## src/pgl_pkg.sv

```systemverilog
// constants for the power glue logic block
package pgl_pkg;
  localparam logic RST_HELD_SWITCH = 1'b0;
  localparam logic RST_TRIP_FLAG   = 1'b0;
  localparam logic RST_SUPPLY_ON_N = 1'b1;
  localparam logic RST_BKFD_N      = 1'b1;
  localparam logic RST_LAMP_N      = 1'b1;
  localparam logic RST_ISO_OPEN    = 1'b1;
  localparam logic RST_PREV_SLEEP  = 1'b0;
  localparam int   DISK_INPUTS     = 3;
endpackage : pgl_pkg

```

## src/pgl_edge_det.sv

```systemverilog
// rising and falling edge detector for one synchronous level
`timescale 1ns/100ps
module pgl_edge_det (
  input  wire logic clk_i,
  input  wire logic rstn_i,
  input  wire logic en_i,
  input  wire logic rst_val_i,
  input  wire logic sig_i,
  output logic      rise_o,
  output logic      fall_o
);
  logic prev_q;
  logic init_q;

  // first enabled cycle after reset loads the level without reporting an edge
  always_ff @(posedge clk_i) begin
    if (!rstn_i) begin
      prev_q <= rst_val_i;
      init_q <= 1'b0;
    end else if (en_i) begin
      prev_q <= sig_i;
      init_q <= 1'b1;
    end
  end

  assign rise_o = en_i & init_q & sig_i & ~prev_q;
  assign fall_o = en_i & init_q & ~sig_i & prev_q;
endmodule : pgl_edge_det

```

## src/pgl_glue.sv

```systemverilog
// power distribution, supply control, disk lamp and bus isolation glue
`timescale 1ns/100ps
module pgl_glue (
  input  wire logic                          clk_i,
  input  wire logic                          rstn_i,
  input  wire logic                          ce_i,
  input  wire logic                          main_supply_good_i,
  input  wire logic                          deep_sleep_n_i,
  input  wire logic                          soft_off_n_i,
  input  wire logic                          processor_inserted_n_i,
  input  wire logic                          thermal_trip_event_i,
  input  wire logic                          disk_act_first_n_i,
  input  wire logic                          disk_act_second_n_i,
  input  wire logic                          disk_act_scsi_n_i,
  output logic                               backfeed_cut_n_o,
  output logic                               held_regulator_switch_o,
  output logic                               main_supply_on_n_o,
  output logic                               disk_activity_lamp_n_o,
  output logic                               iso_clock_force_open_o,
  output logic                               iso_data_force_open_o,
  output logic                               trip_flag_o
);
  logic backfeed_cut_n_q;
  logic held_switch_q;
  logic held_switch_d;
  logic supply_on_n_q;
  logic lamp_n_q;
  logic iso_clk_q;
  logic iso_dat_q;
  logic trip_q;
  logic trip_d;
  wire  backfeed_cut_n_d;
  wire  supply_on_n_d;
  wire  lamp_n_d;
  wire  iso_open_d;
  wire  sleep_rise;
  wire  bkfd_rise;
  wire  bkfd_fall;
  wire  [pgl_pkg::DISK_INPUTS-1:0] disk_act_n;

  // low on any activity input means a drive is busy
  function automatic logic any_active(input logic [pgl_pkg::DISK_INPUTS-1:0] act_n);
    return ~(&act_n);
  endfunction : any_active

  assign backfeed_cut_n_d = ~(main_supply_good_i & deep_sleep_n_i);

  pgl_edge_det u_sleep_edge (
    .clk_i     (clk_i),
    .rstn_i    (rstn_i),
    .en_i      (ce_i),
    .rst_val_i (pgl_pkg::RST_PREV_SLEEP),
    .sig_i     (deep_sleep_n_i),
    .rise_o    (sleep_rise),
    .fall_o    ()
  );

  pgl_edge_det u_bkfd_edge (
    .clk_i     (clk_i),
    .rstn_i    (rstn_i),
    .en_i      (ce_i),
    .rst_val_i (pgl_pkg::RST_BKFD_N),
    .sig_i     (backfeed_cut_n_q),
    .rise_o    (bkfd_rise),
    .fall_o    (bkfd_fall)
  );

  always_comb begin
    held_switch_d = held_switch_q;
    if (!soft_off_n_i) begin
      held_switch_d = 1'b0;
    end else if (bkfd_rise) begin
      held_switch_d = 1'b1;
    end else if (bkfd_fall) begin
      held_switch_d = 1'b0;
    end
  end

  // set wins over clear when both occur together
  always_comb begin
    trip_d = trip_q;
    if (thermal_trip_event_i) begin
      trip_d = 1'b1;
    end else if (sleep_rise) begin
      trip_d = 1'b0;
    end
  end

  assign supply_on_n_d = ~(~processor_inserted_n_i & deep_sleep_n_i
                           & ~thermal_trip_event_i
                           & ~trip_d);

  assign disk_act_n = {disk_act_scsi_n_i, disk_act_second_n_i, disk_act_first_n_i};
  assign lamp_n_d   = ~any_active(disk_act_n);
  assign iso_open_d = ~main_supply_good_i;

  always_ff @(posedge clk_i) begin
    if (!rstn_i) begin
      backfeed_cut_n_q <= pgl_pkg::RST_BKFD_N;
      held_switch_q    <= pgl_pkg::RST_HELD_SWITCH;
      supply_on_n_q    <= pgl_pkg::RST_SUPPLY_ON_N;
      lamp_n_q         <= pgl_pkg::RST_LAMP_N;
      iso_clk_q        <= pgl_pkg::RST_ISO_OPEN;
      iso_dat_q        <= pgl_pkg::RST_ISO_OPEN;
      trip_q           <= pgl_pkg::RST_TRIP_FLAG;
    end else if (ce_i) begin
      backfeed_cut_n_q <= backfeed_cut_n_d;
      held_switch_q    <= held_switch_d;
      supply_on_n_q    <= supply_on_n_d;
      lamp_n_q         <= lamp_n_d;
      iso_clk_q        <= iso_open_d;
      iso_dat_q        <= iso_open_d;
      trip_q           <= trip_d;
    end
  end

  assign backfeed_cut_n_o        = backfeed_cut_n_q;
  assign held_regulator_switch_o = held_switch_q;
  assign main_supply_on_n_o      = supply_on_n_q;
  assign disk_activity_lamp_n_o  = lamp_n_q;
  assign iso_clock_force_open_o  = iso_clk_q;
  assign iso_data_force_open_o   = iso_dat_q;
  assign trip_flag_o             = trip_q;

  property p_bkfd;
    @(posedge clk_i) disable iff (!rstn_i)
      ce_i |=> backfeed_cut_n_o == ~($past(main_supply_good_i) & $past(deep_sleep_n_i));
  endproperty
  a_bkfd: assert property (p_bkfd) else $error("backfeed cut wrong");

  property p_held_rise;
    @(posedge clk_i) disable iff (!rstn_i)
      (ce_i && soft_off_n_i && bkfd_rise) |=> held_regulator_switch_o;
  endproperty
  a_held_rise: assert property (p_held_rise) else $error("held switch not set");

  property p_held_off;
    @(posedge clk_i) disable iff (!rstn_i)
      (ce_i && !soft_off_n_i) |=> !held_regulator_switch_o;
  endproperty
  a_held_off: assert property (p_held_off) else $error("held switch not low");

  property p_on_needs_cpu;
    @(posedge clk_i) disable iff (!rstn_i)
      (ce_i && (processor_inserted_n_i || !deep_sleep_n_i)) |=> main_supply_on_n_o;
  endproperty
  a_on_needs_cpu: assert property (p_on_needs_cpu) else $error("supply on wrongly");

  property p_trip_off;
    @(posedge clk_i) disable iff (!rstn_i)
      (ce_i && thermal_trip_event_i) |=> main_supply_on_n_o;
  endproperty
  a_trip_off: assert property (p_trip_off) else $error("supply on during trip");

  property p_trip_hold;
    @(posedge clk_i) disable iff (!rstn_i)
      trip_flag_o |-> main_supply_on_n_o;
  endproperty
  a_trip_hold: assert property (p_trip_hold) else $error("supply on after trip");

  property p_lamp;
    @(posedge clk_i) disable iff (!rstn_i)
      (ce_i && any_active(disk_act_n)) |=> !disk_activity_lamp_n_o;
  endproperty
  a_lamp: assert property (p_lamp) else $error("lamp not lit");

  property p_iso;
    @(posedge clk_i) disable iff (!rstn_i)
      (ce_i && !main_supply_good_i) |=> (iso_clock_force_open_o && iso_data_force_open_o);
  endproperty
  a_iso: assert property (p_iso) else $error("isolation not open");

  property p_trip_set;
    @(posedge clk_i) disable iff (!rstn_i)
      (ce_i && thermal_trip_event_i) |=> trip_flag_o;
  endproperty
  a_trip_set: assert property (p_trip_set) else $error("trip flag not set");

  property p_held_fall;
    @(posedge clk_i) disable iff (!rstn_i)
      (ce_i && soft_off_n_i && bkfd_fall) |=> !held_regulator_switch_o;
  endproperty
  a_held_fall: assert property (p_held_fall) else $error("held switch not cleared");

  property p_lamp_off;
    @(posedge clk_i) disable iff (!rstn_i)
      (ce_i && !any_active(disk_act_n)) |=> disk_activity_lamp_n_o;
  endproperty
  a_lamp_off: assert property (p_lamp_off) else $error("lamp lit while idle");

  property p_iso_close;
    @(posedge clk_i) disable iff (!rstn_i)
      (ce_i && main_supply_good_i) |=> !(iso_clock_force_open_o || iso_data_force_open_o);
  endproperty
  a_iso_close: assert property (p_iso_close) else $error("isolation stuck open");

  property p_trip_clear;
    @(posedge clk_i) disable iff (!rstn_i)
      (ce_i && sleep_rise && !thermal_trip_event_i) |=> !trip_flag_o;
  endproperty
  a_trip_clear: assert property (p_trip_clear) else $error("trip flag not cleared");

  // clock enable low freezes every output
  property p_freeze;
    @(posedge clk_i) disable iff (!rstn_i)
      !ce_i |=> $stable({backfeed_cut_n_o, held_regulator_switch_o, main_supply_on_n_o,
                         disk_activity_lamp_n_o, iso_clock_force_open_o,
                         iso_data_force_open_o, trip_flag_o});
  endproperty
  a_freeze: assert property (p_freeze) else $error("outputs moved while frozen");

  c_supply_on: cover property (@(posedge clk_i) disable iff (!rstn_i) !main_supply_on_n_o);
  c_held_set:  cover property (@(posedge clk_i) disable iff (!rstn_i) held_regulator_switch_o);
  c_trip_clr:  cover property (@(posedge clk_i) disable iff (!rstn_i) trip_flag_o ##[1:20] !trip_flag_o);
  c_held_clr:  cover property (@(posedge clk_i) disable iff (!rstn_i)
                               held_regulator_switch_o ##1 !held_regulator_switch_o);
endmodule : pgl_glue

```

## config.mk

```make
export PLATFORM = sky130hd
export DESIGN_NAME = pgl_glue
export DESIGN_NICKNAME = d
export VERILOG_FILES = /design/src/pgl_pkg.sv /design/src/pgl_edge_det.sv /design/src/pgl_glue.sv
export SDC_FILE = /design/constraint.sdc
export NUM_CORES = 1
export LEC_CHECK = 0
export ABC_AREA = 1
export BUFFER_PORTS_ARGS = -buffer_cell sky130_fd_sc_hd__buf_2
export CORE_AREA = 2 2 39 41
export CTS_CLUSTER_DIAMETER = 200
export DETAILED_ROUTE_END_ITERATION = 10
export DIE_AREA = 0 0 41 43
export PLACE_DENSITY = 0.51
export SLEW_MARGIN = 40
export SYNTH_ARGS = -nofsm -noshare
export SYNTH_HDL_FRONTEND = slang
export SYNTH_SLANG_ARGS = --single-unit
```

## constraint.sdc

```tcl
create_clock -name clk_i -period 1.3 [get_ports clk_i]
set_clock_uncertainty 0.15 [all_clocks]
set_input_delay 0.325 -clock clk_i [delete_from_list [all_inputs] [get_ports clk_i]]
set_output_delay 0.325 -clock clk_i [all_outputs]
set_load 0.01 [all_outputs]
```

==> metrics.txt <==
pins over their slew limit=0; overall routing resource usage=10.7%; number of input and output port buffers inserted=17; endpoint of the most critical register-to-register path=main_supply_on_n_o; Yosys top cell area share=50.2%; final count of hold timing violations=0; post-synthesis sequential element count=9; routability congestion estimate from global placement=between 0.6 and 0.7; result of the run=completed; dominant delay contributor by cell family on the critical path=flip-flops; Post-CTS Hold Fix Bufs=0; kind of path behind the tightest hold check=in2reg; headroom to the max-slew limit=85.2%; synthesis warning total=0; via count=372; total of fill cells in the finished design=155; time the final worst path needs with I/O delays and setup=about 1200 ps; worst-path cell chain=buf_2; via count of the first global-routing pass=277; Worst Setup EP=iso_clock_force_open_o; clock transition at the registers of the reported paths=60 ps; Cells after DPL=around 80; pin count of the biggest net entering global routing=9; number of enable-type register cells in the synthesized netlist=0; library cells used by synthesis=11; cell count after synthesis=50; Post-Route WL=791 um; global-route wire length before repair=1210 um; Cell Rows=14; part of the power in combinational logic=approximately 12%; insertion delay of the later-clocked pin in the worst-skew pair=260 ps; Die Area=about 1800 um^2; CP Capture Type=primary output; Sum Neg Setup Slack=0 ps; # H-tree levels=1; Stages on worst setup path=1; maximum clock insertion buffer count=2; placed wire-length estimate after detailed placement=583 um; slew at the pin closest to its max-slew limit=220 ps; longest individual stage delay on the worst path=350 ps; clock network fraction of design power=36.5%; top flip-flop cell by instance count after synthesis=sky130_fd_sc_hd__dfxtp_1; fraction of synthesis flops using an asynchronous set or reset pin=0%; average cell area after synthesis=7.18 um^2; remaining antenna violation count after routing=0; maximum resistive drop on vdd=0.419 mV; launching instance or port of the critical path=iso_data_force_open_o; largest cells by area after synthesis=sky130_fd_sc_hd__dfxtp_1 (50%), sky130_fd_sc_hd__nand2_1 (11%), sky130_fd_sc_hd__inv_1 (7.3%); FF/Latch Area=181 um^2; startpoint of the lowest-slack register-to-register path=u_bkfd_edge.init_q; Clk Tree Root Cell=sky130_fd_sc_hd__clkbuf_4; share of post-route cells with drive strength above 1=32.9%; die extent in x=just over 40 um; Buf/Inv on CP=1; CTS tree=yes; worst path arrival time=740 ps; Switching Share=between 20% and 30%; core utilization of the finished layout=35.0%; GR Overflow Total=0; cts bufs inserted=3; PwrDens=1220 nW/um^2; area used by multi-input combinational logic=~150 um^2; Area growth syn-to-layout=34.8%; residual DRC count=0; Worst EP required=~800 ps; die outline height=around 43 um; average detailed-routed wire length per instance=between 9 and 10 um; FMAX=0.823 GHz; sequential cell fraction of total power=51.1%; Post-synth top cells=sky130_fd_sc_hd__nand2_1 (11), sky130_fd_sc_hd__dfxtp_1 (9), sky130_fd_sc_hd__inv_1 (7), sky130_fd_sc_hd__nor2_1 (7), sky130_fd_sc_hd__nand3_1 (5); setup repair after global routing missed its margin=no; dominant cell type by area after synthesis=sky130_fd_sc_hd__dfxtp_1; period utilisation layout=93.5%; count of buffers added by post-CTS timing repair for setup=0; worst-path fanout max=3; antenna cell count=0; Int Power=~0.44 mW; # Max-Cap Violations=0; net switching power=0.148 mW; final net count=roughly 80; detailed router's first-iteration violation count=9; standard cell with the maximum stage delay on the critical path=sky130_fd_sc_hd__dfxtp_1; detail-routed via count per cell=4.33; Startpoint Class=register; Pleak=0.258 nW; worst-case reg-to-reg path depth=7; R2R Setup Slk=270 ps; Seq/Total Area, Yosys=around half; most frequent cell after synthesis=sky130_fd_sc_hd__nand2_1; number of nets in the synthesized netlist=61; Setup Viol. Count Final=0; CORE AREA=1380 um^2; detailed-routing iteration count for the pre-antenna-repair pass=4; cell area after technology mapping=359 um^2; CTS sink cnt=9; worst setup path class=reg2out; number of standard cells in the final layout excluding fillers=86; I/O pin cnt=18; antenna violations before repair=0; Starting Density=25.9%; count of instances resized after the clock tree is built=0; start point of the worst hold path=rstn_i
==> cell type report <==
cell class,count,area share [%]
clock buffer,4,5.43
inverter,7,5.43
multi-input combinational,33,30.0
sequential,9,37.5
tap,16,4.13
timing repair buffer,17,17.6
==> per-layer routing <==
| layer | global-route usage (%) | up-vias | part of all wire [%] | routed length [um] |
|---|---|---|---|---|
| li1 | - | 194 | - | - |
| met1 | 14.6 | 159 | 48 | 381 |
| met2 | 12.5 | 17 | 41 | 328 |
| met3 | 4.71 | 2 | 8.3 | 66 |
| met4 | 8.00 | 0 | 1.8 | 14 |
| met5 | 0 | - | 0 | 0 |
==> per-stage QoR <==
step | total power [mW] | area [um^2] | setup slack, ps | hold slack, ps
global placement | 0.380 | 457 | 97.9 | 305
detailed placement | 0.381 | 457 | 106 | 307
floorplan | 0.347 | 359 | 318 | 244
finish | 0.590 | 484 | 85.1 | 116
CTS | 0.598 | 483 | 22.2 | 117
global route | 0.622 | 484 | 39.4 | 118
==> flip-flops by register name (all words and copies together) (netlist names) <==
register and count:
backfeed_cut_n_o 1, disk_activity_lamp_n_o 1, held_regulator_switch_o 1, iso_data_force_open_o 1, main_supply_on_n_o 1, trip_flag_o 1
u_bkfd_edge.init_q 1, u_bkfd_edge.prev_q 1, u_sleep_edge.prev_q 1
==> worst min path at each step <==
stage                                  endpoint  depth (start not counted)
after floorplan              main_supply_on_n_o                          1
after global placement    iso_data_force_open_o                          2
after detailed placement    u_sleep_edge.prev_q                          2
after CTS                    main_supply_on_n_o                          2
after global routing         main_supply_on_n_o                          2
final                        main_supply_on_n_o                          2
==> kinds of logic after synthesis <==
logic type	Yosys count	synth area share, %
compound gates	7	9.76
flops	9	50.2
buf+inv	8	9.41
simple gates	26	30.7
==> layout by cell type (no fill, tap or decap), types with 3 or more instances in the layout <==
master,netlist,layout
sky130_fd_sc_hd__o21ai_0,3,3
sky130_fd_sc_hd__clkbuf_4,0,3
sky130_fd_sc_hd__nand3_1,5,5
sky130_fd_sc_hd__nor2_1,7,7
sky130_fd_sc_hd__dfxtp_1,9,8
sky130_fd_sc_hd__nand2_1,11,11
sky130_fd_sc_hd__buf_2,0,17
sky130_fd_sc_hd__inv_1,7,7
sky130_fd_sc_hd__a21oi_1,4,4
==> power by group through the flow <==
stage	sequential, mW	combinational, mW	clock, mW
4_1_cts	0.301	0.0741	0.222
6_report	0.301	0.0732	0.215
3_3_place_gp	0.307	0.0733	0
2_1_floorplan	0.310	0.0363	0
3_5_place_dp	0.307	0.0737	0
5_1_grt	0.303	0.0838	0.234
(Power assumes the default switching activity.)
